File: config.mk
export PLATFORM = sky130hd
export DESIGN_NAME = adf_ctrl
export DESIGN_NICKNAME = d
export VERILOG_FILES = /design/src/rtl/adf_pkg.sv /design/src/rtl/adf_i2c_target.sv /design/src/rtl/adf_ctrl.sv
export SDC_FILE = /design/constraint.sdc
export NUM_CORES = 1
export LEC_CHECK = 0
export BUFFER_PORTS_ARGS = -buffer_cell sky130_fd_sc_hd__buf_2
export CAP_MARGIN = 40
export CORE_MARGIN = 2
export CORE_UTILIZATION = 40
export CTS_BUF_LIST = sky130_fd_sc_hd__clkbuf_8
export DETAILED_ROUTE_END_ITERATION = 16
export PLACE_DENSITY_LB_ADDON = 0.25
export SLEW_MARGIN = 30
export SYNTH_ARGS = -nofsm -noshare
export SYNTH_HDL_FRONTEND = slang
export SYNTH_SLANG_ARGS = --single-unit
File: constraint.sdc
create_clock -name clk -period 2.4 [get_ports clk]
set_clock_uncertainty 0.1 [all_clocks]
set_input_delay 0.24 -clock clk [delete_from_list [all_inputs] [get_ports clk]]
set_output_delay 0.24 -clock clk [all_outputs]
set_load 0.02 [all_outputs]
File: src/rtl/adf_pkg.sv
package adf_pkg;

    // ==========================================================
    // Bus address and register map
    localparam logic [6:0] ADF_DEV_ADDR     = 7'h6C;
    localparam logic [7:0] ADF_REG_FAULT    = 8'h01;
    localparam logic [7:0] ADF_REG_STATUS   = 8'h02;
    localparam logic [7:0] ADF_REG_CTRL     = 8'h03;
    localparam logic [7:0] ADF_CTRL_RESET   = 8'h00;

    // ==========================================================
    // Latched fault register bit positions
    localparam int ADF_FB_DIAG  = 2;
    localparam int ADF_FB_OC    = 3;
    localparam int ADF_FB_UV    = 4;
    localparam int ADF_FB_OV    = 5;
    localparam int ADF_FB_DC    = 6;

    // Status register bit positions
    localparam int ADF_SB_GND   = 0;
    localparam int ADF_SB_SUP   = 1;
    localparam int ADF_SB_OPEN  = 2;
    localparam int ADF_SB_SHORT = 3;
    localparam int ADF_SB_THERM = 4;
    localparam int ADF_SB_DIAG  = 5;
    localparam int ADF_SB_PLAY  = 6;
    localparam int ADF_SB_HIZ   = 7;

    // Limiter field of the control register
    localparam int ADF_LIM_LSB  = 0;
    localparam int ADF_LIM_W    = 4;

    // ==========================================================
    // Timing
    localparam int    ADF_CLK_HZ     = 40_000_000;
    localparam int    ADF_DIAG_MS    = 229;
    localparam int    ADF_WAKE_MS    = 1;
    localparam int    ADF_DIAG_CYC   = ADF_CLK_HZ / 1000 * ADF_DIAG_MS;
    localparam int    ADF_WAKE_CYC   = ADF_CLK_HZ / 1000 * ADF_WAKE_MS;
    localparam int    ADF_CHECK_MAX  = 5;

    // ==========================================================
    // Types
    typedef enum logic [2:0] {
        ST_OFF, ST_DIAG, ST_PLAY, ST_FAULT, ST_THERM
    } adf_state_e;

    typedef struct packed {
        logic oc;
        logic dc;
        logic therm;
        logic low;
        logic high;
    } adf_trip_s;

    typedef struct packed {
        logic gnd;
        logic sup;
        logic open;
        logic short_ld;
        logic heavy_cap;
    } adf_load_s;

endpackage

File: src/rtl/adf_i2c_target.sv
`timescale 1ns/1ps

module adf_i2c_target
    import adf_pkg::*;
(
    // Clock and reset
    input  wire logic       clk,
    input  wire logic       sys_rst,
    input  wire logic       enable,
    // Bus pins
    input  wire logic       scl_in,
    input  wire logic       sda_in,
    output logic            sda_out,
    output logic            sda_oe,
    // Register port
    output logic [7:0]      reg_addr,
    output logic [7:0]      wr_data,
    output logic            wr_pulse,
    input  wire logic [7:0] rd_data
);

    typedef enum logic [2:0] {
        B_IDLE, B_ADDR, B_ACK, B_RX, B_TX, B_TXACK, B_SKIP
    } adf_bus_e;

    // ==========================================================
    // Input sync: three stages, a change counts when 2 and 3 agree
    logic [2:0] scl_q, sda_q;
    logic       scl_f_q, sda_f_q, scl_p_q, sda_p_q;
    always_ff @(posedge clk)
    begin
        scl_q <= {scl_q[1:0], scl_in};
        sda_q <= {sda_q[1:0], sda_in};
        if (sys_rst)
        begin
            scl_f_q <= 1'b1;
            sda_f_q <= 1'b1;
            scl_p_q <= 1'b1;
            sda_p_q <= 1'b1;
        end
        else
        begin
            if (scl_q[1] == scl_q[2])
                scl_f_q <= scl_q[2];
            if (sda_q[1] == sda_q[2])
                sda_f_q <= sda_q[2];
            scl_p_q <= scl_f_q;
            sda_p_q <= sda_f_q;
        end
    end

    logic scl_rise, scl_fall, start_c, stop_c;
    // START and STOP are SDA edges while SCL is high
    assign scl_rise = scl_f_q & ~scl_p_q;
    assign scl_fall = ~scl_f_q & scl_p_q;
    assign start_c  = scl_f_q & scl_p_q & sda_p_q & ~sda_f_q;
    assign stop_c   = scl_f_q & scl_p_q & ~sda_p_q & sda_f_q;

    // ==========================================================
    // Byte engine; never holds SCL, so no clock stretching
    adf_bus_e   st_q;
    logic [7:0] sh_q;
    logic [3:0] bit_q;
    logic       rd_q, sub_q, ackd_q;
    logic [7:0] ptr_q;

    assign reg_addr = ptr_q;
    assign sda_out  = 1'b0;

    always_ff @(posedge clk)
    begin
        wr_pulse <= 1'b0;
        if (sys_rst || !enable)
        begin
            st_q     <= B_IDLE;
            sh_q     <= 8'h00;
            bit_q    <= 4'h0;
            rd_q     <= 1'b0;
            sub_q    <= 1'b0;
            ackd_q   <= 1'b0;
            ptr_q    <= 8'h00;
            wr_data  <= 8'h00;
            sda_oe   <= 1'b0;      // Lines released while off
        end
        else if (start_c)
        begin
            st_q   <= B_ADDR;
            bit_q  <= 4'h0;
            ackd_q <= 1'b0;
            sda_oe <= 1'b0;
        end
        else if (stop_c)
        begin
            st_q   <= B_IDLE;
            sda_oe <= 1'b0;
        end
        else
        begin
            case (st_q)
                B_ADDR, B_RX:
                begin
                    if (scl_rise)
                    begin
                        sh_q  <= {sh_q[6:0], sda_f_q}; // MSB first
                        bit_q <= bit_q + 4'h1;
                    end
                    if (scl_fall && bit_q == 4'd8)
                    begin
                        bit_q <= 4'h0;
                        if (st_q == B_ADDR)
                        begin
                            if (sh_q[7:1] == ADF_DEV_ADDR)
                            begin
                                rd_q   <= sh_q[0];
                                sub_q  <= ~sh_q[0];
                                sda_oe <= 1'b1;
                                st_q   <= B_ACK;
                            end
                            else
                                st_q <= B_SKIP; // Stay off the bus
                        end
                        else
                        begin
                            // Ack every written byte
                            sda_oe <= 1'b1;
                            st_q   <= B_ACK;
                            if (sub_q)
                            begin
                                ptr_q <= sh_q;
                                sub_q <= 1'b0;
                            end
                            else
                            begin
                                wr_data  <= sh_q;
                                wr_pulse <= 1'b1;
                            end
                        end
                    end
                end
                B_ACK:
                    // Ack held low for the whole ack clock
                    // After a master ack the next byte loads at once
                    if (scl_fall || ackd_q)
                    begin
                        ackd_q <= 1'b0;
                        if (rd_q)
                        begin
                            sh_q   <= rd_data;
                            sda_oe <= ~rd_data[7];
                            bit_q  <= 4'h1;
                            st_q   <= B_TX;
                        end
                        else
                        begin
                            sda_oe <= 1'b0;
                            st_q   <= B_RX;
                        end
                    end
                B_TX:
                    if (scl_fall)
                    begin
                        if (bit_q == 4'd8)
                        begin
                            sda_oe <= 1'b0;
                            st_q   <= B_TXACK;
                        end
                        else
                        begin
                            sda_oe <= ~sh_q[3'd7 - bit_q[2:0]];
                            bit_q  <= bit_q + 4'h1;
                        end
                    end
                B_TXACK:
                begin
                    if (scl_rise)
                        ackd_q <= ~sda_f_q;
                    if (scl_fall)
                    begin
                        if (ackd_q)
                        begin
                            // Next subaddress after an ack
                            ptr_q <= ptr_q + 8'h01;
                            st_q  <= B_ACK;
                        end
                        else
                            st_q <= B_SKIP;
                    end
                end
                B_SKIP, B_IDLE: ;
                default: st_q <= B_IDLE;
            endcase
            // Write pointer advances after each data byte
            if (wr_pulse)
                ptr_q <= ptr_q + 8'h01;
        end
    end

endmodule

File: src/rtl/adf_ctrl.sv
`timescale 1ns/1ps

// Function
// - Diagnostic starts on shutdown release and after any protection fault clears.
// - Outputs Hi-Z during diagnostic; load classified gnd, supply, open, short.
// - One diagnostic pass lasts about 229 ms of clock.
// - Load fault repeats check up to five times, then checks continuously.
// - Normal load ends diagnostic and starts play.
// - Overvoltage reruns diagnostic after every event, one cycle later on odd events.
// - Open load or heavy cap goes to registers only; all else also asserts alert.
// - Thermal, high or low supply fault aborts a running diagnostic.
// - Overcurrent forces Hi-Z, asserts alert, records status.
// - Dc offset monitored in play; asserts alert and records.
// - Thermal trip shuts output, alerts, records, recovers when cleared.
// - Low supply asserts alert and resets bus registers.
// - Supply-loss reset releases bus lines; restart with default registers.
// - High supply alerts in shutdown and active modes, records only when active.
// - Limiter level from control register 0x03 field, both polarities.
// - Bus answers about 1 ms after shutdown pin goes high.
// - Target only, up to 400 kbit/s, no stretching, no arbitration.
// - Bytes of 8 bits, MSB first, each acknowledged by receiver.
// - SDA changes while SCL low; START and STOP marked by SDA edges.
// - Matching 7-bit address acknowledged by SDA low through ack clock.
// - Single write: address, subaddress, data; each byte acknowledged.
// - Single read: subaddress write, repeated START, read one byte.
// - Multi-byte read advances subaddress after each acknowledged byte.
// - Fault 0x01 and status 0x02 read-only, control 0x03 read-write.
// - Fault bits: D2 diag, D3 overcurrent, D4 low, D5 high, D6 dc.
// - In shutdown bus lines released and registers held reset.

module adf_ctrl
    import adf_pkg::*;
#(
    parameter int DIAG_CYC = ADF_DIAG_CYC,
    parameter int WAKE_CYC = ADF_WAKE_CYC
)
(
    // Clock and reset
    input  wire logic       clk,
    input  wire logic       sys_rst,
    // Device pins
    input  wire logic       shutdown_n,
    input  wire logic       por_n,
    output logic            alert_n_out,
    output logic            alert_n_oe,
    // Bus pins
    input  wire logic       scl_in,
    input  wire logic       sda_in,
    output logic            scl_out,
    output logic            scl_oe,
    output logic            sda_out,
    output logic            sda_oe,
    // Analog monitor inputs
    input  wire adf_trip_s  trip,
    input  wire adf_load_s  load,
    input  wire logic       load_valid,
    // Output stage control
    output logic            out_hiz,
    output logic            out_play,
    output logic            diag_bias,
    output logic [3:0]      limit_level
);

    // ==========================================================
    // Pin inputs through three stages; change when 2 and 3 agree
    logic [2:0] sd_q, por_q;
    logic       sd_f_q, por_f_q, sd_p_q;
    always_ff @(posedge clk)
    begin
        sd_q  <= {sd_q[1:0], shutdown_n};
        por_q <= {por_q[1:0], por_n};
        if (sys_rst)
        begin
            sd_f_q  <= 1'b0;
            por_f_q <= 1'b0;
            sd_p_q  <= 1'b0;
        end
        else
        begin
            if (sd_q[1] == sd_q[2])
                sd_f_q <= sd_q[2];
            if (por_q[1] == por_q[2])
                por_f_q <= por_q[2];
            sd_p_q <= sd_f_q;
        end
    end

    logic active, sd_rise;
    // Shutdown holds all but the high-supply alert reset; supply loss also holds the alert reset
    assign active  = sd_f_q & por_f_q;
    assign sd_rise = sd_f_q & ~sd_p_q;

    // Trip inputs are analog comparators, synchronised the same way
    logic [2:0][4:0] tr_q;
    logic [4:0]      trf_q, trp_q;
    always_ff @(posedge clk)
    begin
        tr_q <= {tr_q[1:0], trip};
        if (sys_rst)
        begin
            trf_q <= 5'h0_0;
            trp_q <= 5'h0_0;
        end
        else
        begin
            for (int i = 0; i < 5; i++)
                if (tr_q[1][i] == tr_q[2][i])
                    trf_q[i] <= tr_q[2][i];
            trp_q <= trf_q;
        end
    end

    adf_trip_s t, t_rise;
    assign t      = adf_trip_s'(trf_q);
    assign t_rise = adf_trip_s'(trf_q & ~trp_q);

    // ==========================================================
    // Bus wake-up delay after shutdown release
    logic [$clog2(WAKE_CYC+1)-1:0] wake_q;
    logic                          bus_en;
    always_ff @(posedge clk)
    begin
        if (sys_rst || !active)
            wake_q <= '0;
        else if (wake_q != WAKE_CYC[$bits(wake_q)-1:0])
            wake_q <= wake_q + 1'b1;
    end
    assign bus_en = active && wake_q == WAKE_CYC[$bits(wake_q)-1:0];

    // ==========================================================
    // Bus target
    logic [7:0] reg_addr, wr_data, rd_data;
    logic       wr_pulse;
    adf_i2c_target u_bus
    (
        .clk      (clk),
        .sys_rst  (sys_rst),
        .enable   (bus_en),
        .scl_in   (scl_in),
        .sda_in   (sda_in),
        .sda_out  (sda_out),
        .sda_oe   (sda_oe),
        .reg_addr (reg_addr),
        .wr_data  (wr_data),
        .wr_pulse (wr_pulse),
        .rd_data  (rd_data)
    );
    // SCL is never driven
    assign scl_out = 1'b0;
    assign scl_oe  = 1'b0;

    // ==========================================================
    // Operating state machine
    adf_state_e st_q;
    logic [$clog2(DIAG_CYC+1)-1:0] dcnt_q;
    logic [2:0] chk_q;
    logic       ov_odd_q;
    logic       pass_end, load_bad, abort_diag, hard_fault;

    assign pass_end   = dcnt_q == DIAG_CYC[$bits(dcnt_q)-1:0];
    assign load_bad   = load.gnd | load.sup | load.open | load.short_ld
                      | load.heavy_cap;
    assign abort_diag = t.therm | t.high | t.low;
    assign hard_fault = t.oc | t.dc | t.therm | t.high | t.low;

    always_ff @(posedge clk)
    begin
        if (sys_rst || !active)
        begin
            st_q     <= ST_OFF;
            dcnt_q   <= '0;
            chk_q    <= 3'h0;
            ov_odd_q <= 1'b0;
        end
        else
        begin
            // Odd/even tracking of high-supply events
            if (t_rise.high)
                ov_odd_q <= ~ov_odd_q;
            case (st_q)
                ST_OFF:
                    if (sd_rise || sd_f_q)
                    begin
                        st_q   <= ST_DIAG;
                        dcnt_q <= '0;
                        chk_q  <= 3'h0;
                    end
                ST_DIAG:
                    if (abort_diag)
                        st_q <= t.therm ? ST_THERM : ST_FAULT;
                    else if (pass_end && load_valid)
                    begin
                        dcnt_q <= '0;
                        if (!load_bad)
                            st_q <= ST_PLAY;
                        else if (chk_q != 3'(ADF_CHECK_MAX))
                            chk_q <= chk_q + 3'h1;  // Repeat, then loop
                    end
                    else if (!pass_end)
                        dcnt_q <= dcnt_q + 1'b1;
                ST_PLAY:
                    if (t.therm)
                        st_q <= ST_THERM;
                    else if (hard_fault)
                        st_q <= ST_FAULT;
                ST_FAULT:
                    if (!hard_fault)
                    begin
                        // Odd high-supply event count delays the rerun by one cycle
                        if (t_rise.high || !ov_odd_q || trp_q == 5'h0_0)
                            st_q <= ST_DIAG;
                        dcnt_q <= '0;
                        chk_q  <= 3'h0;
                    end
                ST_THERM:
                    if (!t.therm)
                    begin
                        st_q   <= ST_DIAG;
                        dcnt_q <= '0;
                        chk_q  <= 3'h0;
                    end
                default: st_q <= ST_OFF;
            endcase
        end
    end

    // ==========================================================
    // Register file; low supply resets it like shutdown
    logic [7:0] fault_q, status_q, ctrl_q;
    logic       clr_regs;
    assign clr_regs = sys_rst || !active || t.low;

    always_ff @(posedge clk)
    begin
        if (clr_regs)
            ctrl_q <= ADF_CTRL_RESET;
        else if (wr_pulse && reg_addr == ADF_REG_CTRL)
            ctrl_q <= wr_data;  // Only control is writable
    end

    // Fault latches: set on event; bits D0 D1 D7 stay zero
    always_ff @(posedge clk)
    begin
        if (sys_rst || !active)
            fault_q <= 8'h00;
        else
        begin
            if (t.low)
                fault_q <= 8'h00;
            if (t.oc)
                fault_q[ADF_FB_OC] <= 1'b1;
            if (t.dc && st_q == ST_PLAY)
                fault_q[ADF_FB_DC] <= 1'b1;
            if (t.high)
                fault_q[ADF_FB_OV] <= 1'b1;
            if (t.low)
                fault_q[ADF_FB_UV] <= 1'b1;
            if (st_q == ST_DIAG && pass_end && load_valid && load_bad)
                fault_q[ADF_FB_DIAG] <= 1'b1;
        end
    end

    // Status: latest diagnostic classification and live state
    always_ff @(posedge clk)
    begin
        if (clr_regs)
            status_q <= 8'h00;
        else
        begin
            if (st_q == ST_DIAG && pass_end && load_valid)
            begin
                status_q[ADF_SB_GND]   <= load.gnd;
                status_q[ADF_SB_SUP]   <= load.sup;
                status_q[ADF_SB_OPEN]  <= load.open;
                status_q[ADF_SB_SHORT] <= load.short_ld;
            end
            status_q[ADF_SB_THERM] <= t.therm;
            status_q[ADF_SB_DIAG]  <= st_q == ST_DIAG;
            status_q[ADF_SB_PLAY]  <= st_q == ST_PLAY;
            status_q[ADF_SB_HIZ]   <= st_q != ST_PLAY;
        end
    end

    // Read mux, unmapped subaddresses read zero
    always_comb
    begin
        case (reg_addr)
            ADF_REG_FAULT:  rd_data = fault_q;
            ADF_REG_STATUS: rd_data = status_q;
            ADF_REG_CTRL:   rd_data = ctrl_q;
            default:        rd_data = 8'h00;
        endcase
    end

    // ==========================================================
    // Alert pin; high supply reported even in shutdown
    logic alert_q, diag_alert;
    // Open load alone never alerts
    assign diag_alert = status_q[ADF_SB_GND] | status_q[ADF_SB_SUP]
                      | status_q[ADF_SB_SHORT];
    always_ff @(posedge clk)
    begin
        if (sys_rst || !por_f_q)
            alert_q <= 1'b0;   // Released on supply loss
        else
            alert_q <= t.high | (active & (hard_fault | diag_alert));
    end
    assign alert_n_out = 1'b0;
    assign alert_n_oe  = alert_q;

    // ==========================================================
    // Output stage control
    always_ff @(posedge clk)
    begin
        if (sys_rst)
        begin
            out_hiz     <= 1'b1;
            out_play    <= 1'b0;
            diag_bias   <= 1'b0;
            limit_level <= 4'h0;
        end
        else
        begin
            out_hiz     <= st_q != ST_PLAY || hard_fault;
            out_play    <= st_q == ST_PLAY && !hard_fault;
            diag_bias   <= st_q == ST_DIAG;
            limit_level <= ctrl_q[ADF_LIM_LSB +: ADF_LIM_W];
        end
    end

endmodule

==> impl_metrics.json, run 1 <==
{
  "cp_cell_sequence": "nor4b_2 -> nand4_2 -> and4bb_4 -> nor2_2 -> a311o_1 -> nand3_1",
  "area_growth_pct": 13.2,
  "cts-root-buf": "clkbuf_8",
  "finalCritPeriodShare_pct": 94.8,
  "diodes": 0,
  "cp_max_fo": 14,
  "clk_pin_slew_ns": 0.09,
  "final_cell_mix": "dfxtp_1, nor2_1, nand2_1",
  "htree_levels": 4,
  "coreArea_sq_um": 16500,
  "via_per_inst": 5.39,
  "hold_slack_ns": 0.107,
  "status": "finished clean",
  "worst_pin_slew_ns": 0.822,
  "grt_pass1_wl_microns": 26300,
  "setup_viol": 0,
  "post_cts_buffers": 0,
  "drt_iter0_markers": 401,
  "synth-seq-cells": 152,
  "tritoncts": "done",
  "synth-edff-count": 0,
  "ant_nets": 0,
  "dieArea_sq_um": 17900,
  "routedWlPerCell_microns": 15.1,
  "layout_commonest_cell": "dfxtp_1",
  "final_nets": 827,
  "cts_sinks": 152,
  "path_delay_family": "simple AND/OR/NAND/NOR gates",
  "synth_area_sq_um": 6730,
  "drv_cap": 0,
  "die_h_microns": 134,
  "place_congestion": 0.911,
  "critical_path_class": "flip-flop to flip-flop",
  "crit_path_max_incr_delay_ns": 0.54,
  "layout_min_cycle_time_ns": 2.27,
  "routed_wl_microns": 15700,
  "yosys_warnings": 0,
  "crit_slowest_cell": "and4bb_4",
  "initial_core_util_pct": 40.8,
  "ys_async_sr_fraction_pct": 0,
  "rows": 47,
  "antenna_found_initial": 0,
  "hold_viol": 0,
  "p_leak_nw": 2.58,
  "cp.required_ns": 2.70,
  "clk_latency_ns": 0.46,
  "start_kind": "flip-flop",
  "synth.area.top_cells": "dfxtp_1, nor2_1, a21oi_1",
  "synth_flop_cell": "dfxtp_1",
  "synth_top_cell_area_share_pct": 45.2,
  "grt-ovfl-total": 0,
  "ys_types": 88,
  "drive_above_1_share_pct": 14.6,
  "clock_path_buffers": 2,
  "ys_seq_area_share_pct": 45.2,
  "postSynthCellCount": 754,
  "vias": 5576,
  "slew_viol_final": 0,
  "die_x_microns": 134,
  "syn_area_per_cell_sq_um": 8.93,
  "dpl.hpwl_microns": 11100,
  "gr-usage-all-layers_pct": 18.2,
  "ir_drop_v": 0.000408,
  "relSlewSlack_pct": 45.2,
  "powerDensity_nw_per_um2": 598,
  "cts_made_buffers": 17,
  "route.detailed.drc": 0,
  "tns_ns": 0,
  "grt_max_degree": 28,
  "first_pass_iters": 6,
  "rsz0062_at_grt": "no",
  "max_freq_mhz": 440,
  "cp_num_buf_inv": 0,
  "yosys.area.top_type": "dfxtp_1",
  "grt_pass1_vias": 5246,
  "crit_arrival_ns": 2.58,
  "cp-end-kind": "flip-flop",
  "r2r_setup_slack_ns": 0.13,
  "io_buffers": 25,
  "ios": 30,
  "hp-class": "input pin to flip-flop"
}
-- what timing repair did --
| action | in CTS | in global routing |
|---|---|---|
| setup endpoints to repair | 0 | 3 |
| gates resized for setup | 0 | 1 |
| hold buffers | 13 | 0 |
| endpoints found under the hold margin | 13 | 0 |
-- final cells by class --
class	instances	area [sq um]
fillers	1578	8900
multi-input cells	548	3420
flip-flops and latches	152	3040
repair buffers	63	443
well taps	220	275
clock buffers	19	262
clock inverters	13	106
inverters	19	71.3
-- Yosys cell counts (all sizes together) (6+ instances only) --
cell type  number
a21oi          48
ha              9
xnor2          17
xor2           13
clkbuf         16
mux2i          23
a31oi           7
nor3b           7
nor4           14
nand3          30
nand2b         11
dfxtp         152
and2            6
buf            22
nor2          114
nand2          55
nand4           8
o21ai          31
a211oi          9
nor3           29
nor2b          15
and3           10
inv            19
-- tightest hold or removal path, cell delays in order --
cell and delay (ns):
buf_2 0.08, nor2_1 0.03, nand2_1 0.12, a22oi_1 0.08, nor2_1 0.08
-- worst paths after layout --
path / start / end / cells after the start
worst min register to register: u_bus.sda_q[0] / u_bus.sda_q[1] / 0
worst max-delay path: dcnt_q[6] / dcnt_q[7] / 6
worst max register to register: dcnt_q[6] / dcnt_q[7] / 6
worst min-delay path: load[0] / fault_q[2] / 5
-- registers in the layout, indices dropped and copies added (netlist names), 4 cells and up --
name / flops
u_bus.bit_q: 4
trp_q: 5
u_bus.wr_data: 8
tr_q: 15
fault_q: 5
t: 5
wake_q: 16
u_bus.reg_addr: 8
dcnt_q: 24
u_bus.sh_q: 8
limit_level: 4
status_q: 8
ctrl_q: 8
-- logic make-up (layout without fill, tap and decap cells) --
group	after synthesis	in the layout	share of synthesized area, %
adder cells (fa/ha/maj)	9	9	1.67
buffers and inverters	57	114	4.29
multiplexers	27	27	4.42
XOR/XNOR	30	30	3.90
flip-flops	152	152	45.2
AND/OR/NAND/NOR	332	332	26.2
other	1	4	0.0557
AO/OA/AOI/OAI	146	146	14.3
-- where the power goes --
group	leakage (nW)	internal, mW	switching [mW]	total [mW]
registers	1.24	2.56	0.0265	2.59
clock network	0.187	0.799	1.04	1.83
logic	1.15	0.0591	0.0803	0.139
-- metrics by stage --
| step | power [mW] | utilization (%) | instance area, sq um | std cells | setup WS, ns |
|---|---|---|---|---|---|
| 2_1_floorplan | 2.72 | - | 6750 | 757 | 0.327 |
| 3_3_place_gp | 2.76 | 43.1 | 7120 | 989 | 0.242 |
| 6_report | 4.56 | 46.1 | 7620 | 1034 | 0.125 |
| 4_1_cts | 4.63 | 46.1 | 7620 | 1034 | 0.157 |
| 3_5_place_dp | 2.77 | 43.1 | 7120 | 989 | 0.181 |
| 5_1_grt | 4.76 | 46.1 | 7620 | 1034 | 0.0134 |
-- metal layers --
layer / wire, microns / GRT usage [%]
met1: 7200 / 23.6
met2: 7480 / 29.7
met3: 718 / 3.27
met4: 256 / 7.92
met5: 0 / 0
(Power assumes the default switching activity.)
==> run 2: changes to the inputs <==
--- a/config.mk
+++ b/config.mk
@@ -5,6 +5,7 @@
 export SDC_FILE = /design/constraint.sdc
 export NUM_CORES = 1
 export LEC_CHECK = 0
+export ABC_AREA = 1
 export BUFFER_PORTS_ARGS = -buffer_cell sky130_fd_sc_hd__buf_2
 export CAP_MARGIN = 40
 export CORE_MARGIN = 2
==> constraint.sdc (replaced) <==
create_clock -name clk -period 2.6 [get_ports clk]
set_clock_uncertainty 0.1 [all_clocks]
set_input_delay 0.26 -clock clk [delete_from_list [all_inputs] [get_ports clk]]
set_output_delay 0.26 -clock clk [all_outputs]
set_load 0.02 [all_outputs]
==> run 2 against run 1 <==
  * Global-route usage rose by 0.097 points
  * Critical path depth rose by 6
  * Critical path type unchanged
  * Register-to-register slack better by 0.23 ns
  * Combinational power fell by 7%
  * Worst setup slack improved by 0.23 ns
  * Sequential power decreased by 8.1%
  * Power is 3.6% lower
  * Synthesized cell count is 40% higher
==> impl_metrics.json, run 2 <==
{
  "grt-ovfl-total": 0,
  "drv_cap": 0,
  "clk_pin_slew_ns": 0.10,
  "drt_iter0_markers": 388,
  "htree_levels": 4,
  "reg2reg_from": "u_bus.bit_q[0]",
  "cts_sinks": 152,
  "coreArea_sq_um": 17400,
  "rows": 48,
  "route.detailed.drc": 0,
  "routedWlPerCell_microns": 12.3,
  "clk_latency_ns": 0.47,
  "largest_reg_flops": 24,
  "gr-usage-all-layers_pct": 18.3,
  "die_x_microns": 138,
  "rr_worst_depth": 12,
  "tns_ns": 0,
  "first_pass_iters": 7,
  "top_regs": "dcnt_q (24), wake_q (16), tr_q (15)",
  "post_cts_buffers": 0,
  "postSynthCellCount": 1056,
  "grt_util_met3_pct": 3.58,
  "cts_made_buffers": 17,
  "p_leak_nw": 3.26,
  "grt_use_met2_pct": 29.3,
  "dpl.hpwl_microns": 11900,
  "dieArea_sq_um": 19000,
  "start_kind": "flip-flop",
  "cts_hold_repair.buffers": 13,
  "drive_above_1_share_pct": 8.71,
  "via_per_inst": 4.82,
  "yosys.area.top_type": "dfxtp_1",
  "initial_core_util_pct": 41.2,
  "antenna_found_initial": 0,
  "cp.required_ns": 2.89,
  "ys_async_sr_fraction_pct": 0,
  "grt_most_used_layer": "met2",
  "cp-end-kind": "flip-flop",
  "ant_nets": 0,
  "synth_top_cell_area_share_pct": 42.4,
  "place_congestion": 0.848,
  "synth_flop_cell": "dfxtp_1",
  "synth.area.top_cells": "dfxtp_1, nand2_1, nor2_1",
  "p_sw_share_pct": 24.6,
  "top_register": "dcnt_q",
  "yosys-top-cells-count": "nand2_1, nor2_1, dfxtp_1",
  "max_freq_mhz": 446,
  "ios": 30,
  "synth-seq-cells": 152,
  "cts-root-buf": "clkbuf_8",
  "crit_top_cell": "nand2_1",
  "final_nets": 1127,
  "critical_path_class": "flip-flop to flip-flop",
  "area_growth_pct": 12.4,
  "cp_max_fo": 13,
  "ys_seq_area_share_pct": 42.4,
  "tritoncts": "done",
  "hp-class": "input pin to flip-flop",
  "finalCritPeriodShare_pct": 86.3,
  "syn_area_per_cell_sq_um": 6.79,
  "synth_area_sq_um": 7170,
  "final_cell_mix": "nand2_1, nor2_1, dfxtp_1",
  "cp_cell_sequence": "inv_1 -> ha_1 -> nand2_1 -> nor2_1 -> nand2_1 -> nand2_1 -> a21oi_1 -> nor2_2 -> nand2_2 -> nand2_1 -> nand2_1 -> nor2_1",
  "yosys_warnings": 0,
  "diodes": 0,
  "power.share.clock_pct": 42.8,
  "layout_min_cycle_time_ns": 2.24,
  "routed_wl_microns": 16500,
  "crit_path_max_incr_delay_ns": 0.39,
  "synth-edff-count": 0,
  "grt_pass1_wl_microns": 27700,
  "ys_types": 42,
  "ir_drop_v": 0.000612,
  "hold_end": "fault_q[2]",
  "die_h_microns": 138,
  "ctsResizeCount": 0,
  "holdCritStartpoint": "load[0]",
  "layout_commonest_cell": "nand2_1",
  "setup_viol": 0,
  "grt_max_degree": 33,
  "holdPathStages": 5,
  "vias": 6459,
  "clock_path_buffers": 2,
  "slew_viol_final": 0,
  "finalPower_mw": 4.39,
  "r2r-end": "u_bus.reg_addr[7]",
  "grt_pass1_vias": 5848,
  "crit_slowest_cell": "dfxtp_1",
  "met1_usage_pct": 24.9,
  "r2r_setup_slack_ns": 0.36,
  "power_frac_comb_pct": 2.9,
  "powerDensity_nw_per_um2": 545,
  "crit_arrival_ns": 2.54,
  "synth.most_common_cell": "nand2_1",
  "seqPwrFrac_pct": 54.2,
  "status": "finished clean",
  "netSwitchingPower_mw": 1.08,
  "io_buffers": 25,
  "rsz0062_at_grt": "no",
  "hold_viol": 0,
  "internal_power_mw": 3.31
}
[run 2: changes by cell type in the layout (fill, tap and decap cells not counted), sizes merged, moves of 11 or more]
| cell | before | now |
|---|---|---|
| nand2 | 55 | 234 |
| nand2b | 11 | 0 |
| mux2i | 23 | 0 |
| buf | 50 | 34 |
| nor2b | 15 | 0 |
| o21ai | 31 | 76 |
| nor3 | 29 | 14 |
| nor2 | 114 | 193 |
| inv | 28 | 149 |
| a21oi | 48 | 75 |
| xnor2 | 17 | 0 |
| nand3 | 30 | 82 |
| nor4 | 14 | 2 |
[run 2: per-stage QoR]
stage / cells / hold slack [ns] / worst slack (ns) / instance area (sq um) / util, %
floorplan: 1059 / 0.188 / 0.732 / 7190 / -
global placement: 1293 / 0.211 / 0.402 / 7520 / 43.2
detailed placement: 1293 / 0.212 / 0.407 / 7520 / 43.2
CTS: 1338 / 0.0666 / 0.378 / 8060 / 46.3
global route: 1339 / 0.0840 / 0.149 / 8060 / 46.3
finish: 1339 / 0.0866 / 0.355 / 8060 / 46.3
[run 2: cell type report]
cell class | count | area, sq um
fill | 1787 | 9350
multi-input combinational | 740 | 3470
sequential | 152 | 3040
inverter | 143 | 537
timing repair buffer | 47 | 323
tap | 225 | 282
clock buffer | 18 | 248
clock inverter | 14 | 159
[run 2: how the worst max path moves through the flow]
stage | startpoint | endpoint | slack [ns]
after detailed placement | u_bus.bit_q[0] | u_bus.reg_addr[0] | 0.41
after floorplan | u_bus.bit_q[0] | u_bus.reg_addr[0] | 0.73
after global routing | u_bus.bit_q[0] | u_bus.reg_addr[2] | 0.15
after global placement | u_bus.bit_q[0] | u_bus.reg_addr[0] | 0.40
after CTS | u_bus.bit_q[0] | u_bus.reg_addr[0] | 0.38
final | u_bus.bit_q[0] | u_bus.reg_addr[7] | 0.36
[run 2: cells by family after synthesis]
group | Yosys count | share of synthesized area [%]
simple gates | 546 | 32.6
compound gates | 168 | 12.4
xor+xnor | 11 | 1.34
other cells | 1 | 0.0523
fa+ha+maj | 11 | 1.85
flops | 152 | 42.4
buf+inv | 167 | 9.33
[run 2: layer usage]
layer  routed length (microns)  share of wire (%)
met1                      8340                 50
met2                      7330                 44
met3                       643                3.9
met4                       204                1.2
met5                         0                  0
[run 2: worst max-delay path, delay by kind of cell (launching register included)]
family	cells	cell delay [ns]
flops	1	0.39
compound gates	1	0.08
simple gates	9	1.23
fa+ha+maj	1	0.17
buf+inv	1	0.20
[run 2: power groups by stage]
stage               Sequential [mW]  Clock [mW]  Combinational, mW
finish                         2.38        1.88              0.129
global route                   2.39        2.03              0.144
CTS                            2.38        1.94              0.129
detailed placement             2.44           0              0.114
global placement               2.44           0              0.112
floorplan                      2.43           0             0.0853
==> run 3: changes to the inputs <==
--- a/config.mk
+++ b/config.mk
@@ -8,6 +8,7 @@
 export ABC_AREA = 1
 export BUFFER_PORTS_ARGS = -buffer_cell sky130_fd_sc_hd__buf_2
 export CAP_MARGIN = 40
+export CORE_ASPECT_RATIO = 0.7
 export CORE_MARGIN = 2
 export CORE_UTILIZATION = 40
 export CTS_BUF_LIST = sky130_fd_sc_hd__clkbuf_8
==> run 3 against run 2 <==
  * Sequential power about the same
  * Clock-buffer cell count unchanged
  * Routed wire length increased by 6.0%
  * Global-route usage increased by 1.1 points
  * Fmax decreased by 1.5%
  * Register-to-register slack got worse by 0.04 ns
  * Combinational power about the same
  * Sequential share of layout area increased by 0.22 points
==> impl_metrics.json, run 3 (synthesized netlist as in run 2, its figures left out) <==
{
  "wl_met3_microns": 1120,
  "gr-usage-all-layers_pct": 19.4,
  "routed_wl_microns": 17500,
  "cts_sinks": 152,
  "htree_levels": 4,
  "tritoncts": "done",
  "rsz0062_at_grt": "no",
  "coreArea_sq_um": 17400,
  "dpl.hpwl_microns": 12800,
  "r2r-end": "u_bus.reg_addr[0]",
  "routedWlPerCell_microns": 13.0,
  "hold_viol": 0,
  "route.detailed.drc": 0,
  "path_delay_family": "simple AND/OR/NAND/NOR gates",
  "cts-root-buf": "clkbuf_8",
  "crit_top_cell": "nand2_1",
  "antenna_found_initial": 0,
  "tns_ns": 0,
  "p_leak_nw": 3.22,
  "reg2reg_from": "u_bus.bit_q[0]",
  "pre_cts_ws_ns": 0.385,
  "setup_viol": 0,
  "cts_made_buffers": 17,
  "cp_max_fo": 13,
  "place_congestion": 0.900,
  "grt_pass1_vias": 5776,
  "top_register": "dcnt_q",
  "finalPower_mw": 4.21,
  "die_h_microns": 116,
  "final_nets": 1126,
  "hold_end": "trp_q[4]",
  "io_buffers": 25,
  "powerDensity_nw_per_um2": 525,
  "hp-class": "input pin to flip-flop",
  "area_growth_pct": 11.8,
  "final_cell_mix": "nand2_1, nor2_1, dfxtp_1",
  "crit_path_max_incr_delay_ns": 0.38,
  "layout_commonest_cell": "nand2_1",
  "ios": 30,
  "drive_above_1_share_pct": 8.54,
  "rr_worst_depth": 11,
  "top_regs": "dcnt_q (24), wake_q (16), tr_q (15)",
  "largest_reg_flops": 24,
  "cp-end-kind": "flip-flop",
  "via_per_inst": 4.85,
  "grt-ovfl-total": 0,
  "clock_path_buffers": 2,
  "die_x_microns": 164,
  "clk_pin_slew_ns": 0.09,
  "crit_slowest_cell": "dfxtp_1",
  "grt_max_degree": 33,
  "dieArea_sq_um": 19000,
  "drt_iter0_markers": 608,
  "fin_area_sq_um": 8020,
  "post_cts_buffers": 0,
  "start_kind": "flip-flop",
  "r2r_setup_slack_ns": 0.32,
  "ant_nets": 0,
  "slew_viol_final": 0,
  "initial_core_util_pct": 41.3,
  "grt_pass1_wl_microns": 29200,
  "vias": 6518,
  "layout_min_cycle_time_ns": 2.28,
  "max_freq_mhz": 439,
  "clk_latency_ns": 0.46,
  "holdCritStartpoint": "sys_rst",
  "holdPathStages": 2,
  "cp_num_buf_inv": 1,
  "ir_drop_v": 0.000371,
  "placed_cell_area_sq_um": 7530,
  "critical_path_class": "flip-flop to flip-flop",
  "finalCritPeriodShare_pct": 87.7,
  "cp_cell_sequence": "inv_1 -> ha_1 -> nand2_1 -> nor2_1 -> nand2_1 -> nand2_1 -> a21oi_1 -> nor2_2 -> nand2_2 -> o21bai_1 -> nor2_1",
  "cp.required_ns": 2.85,
  "drv_cap": 0,
  "fin_ws_ns": 0.320,
  "diodes": 0,
  "wl_met2_microns": 6560,
  "utilization_pct": 46.2,
  "met1_length_microns": 9680,
  "top_layer": "met4",
  "rows": 40,
  "status": "finished clean",
  "first_pass_iters": 5,
  "crit_arrival_ns": 2.53
}
[run 3: cell type report]
| cell class | instances | area [sq um] |
|---|---|---|
| clock buffer | 18 | 248 |
| clock inverter | 13 | 113 |
| fill | 1727 | 9350 |
| inverter | 143 | 537 |
| multi-input combinational | 740 | 3470 |
| sequential | 152 | 3040 |
| tap | 231 | 289 |
| timing repair buffer | 46 | 315 |
[run 3: worst max path at each step]
| stage | start | to | slack, ns | depth (start not counted) |
|---|---|---|---|---|
| 4_1_cts | u_bus.bit_q[0] | u_bus.reg_addr[0] | 0.34 | 11 |
| 6_report | u_bus.bit_q[0] | u_bus.reg_addr[0] | 0.32 | 11 |
| 3_3_place_gp | u_bus.bit_q[0] | u_bus.reg_addr[0] | 0.42 | 11 |
| 3_5_place_dp | u_bus.bit_q[0] | u_bus.reg_addr[0] | 0.39 | 11 |
| 2_1_floorplan | u_bus.bit_q[0] | u_bus.reg_addr[0] | 0.73 | 12 |
| 5_1_grt | u_bus.bit_q[0] | u_bus.reg_addr[0] | 0.02 | 11 |
[run 3: repair_timing]
action / in CTS / in global routing
hold endpoints to repair: 13 / 0
resized for setup: 0 / 0
hold buffers: 13 / 0
[run 3: metrics by stage]
step	instances	hold WS, ns
floorplan	1059	0.188
global placement	1299	0.210
detailed placement	1299	0.214
CTS	1343	0.0671
global route	1343	0.0696
finish	1343	0.0785
[run 3: metal layers]
layer  vias to the layer above  global-route usage, %
li1                       3442                      -
met1                      2891                   30.9
met2                       170                   25.4
met3                        15                   5.01
met4                         0                   4.44
met5                         -                      0
[run 3: where the power goes]
part / leakage, nW / internal, mW / total, mW / switching [mW]
Combinational: 1.81 / 0.0497 / 0.131 / 0.0814
Sequential: 1.24 / 2.36 / 2.38 / 0.0194
Clock: 0.174 / 0.709 / 1.69 / 0.986
Total: 3.22 / 3.12 / 4.21 / 1.09
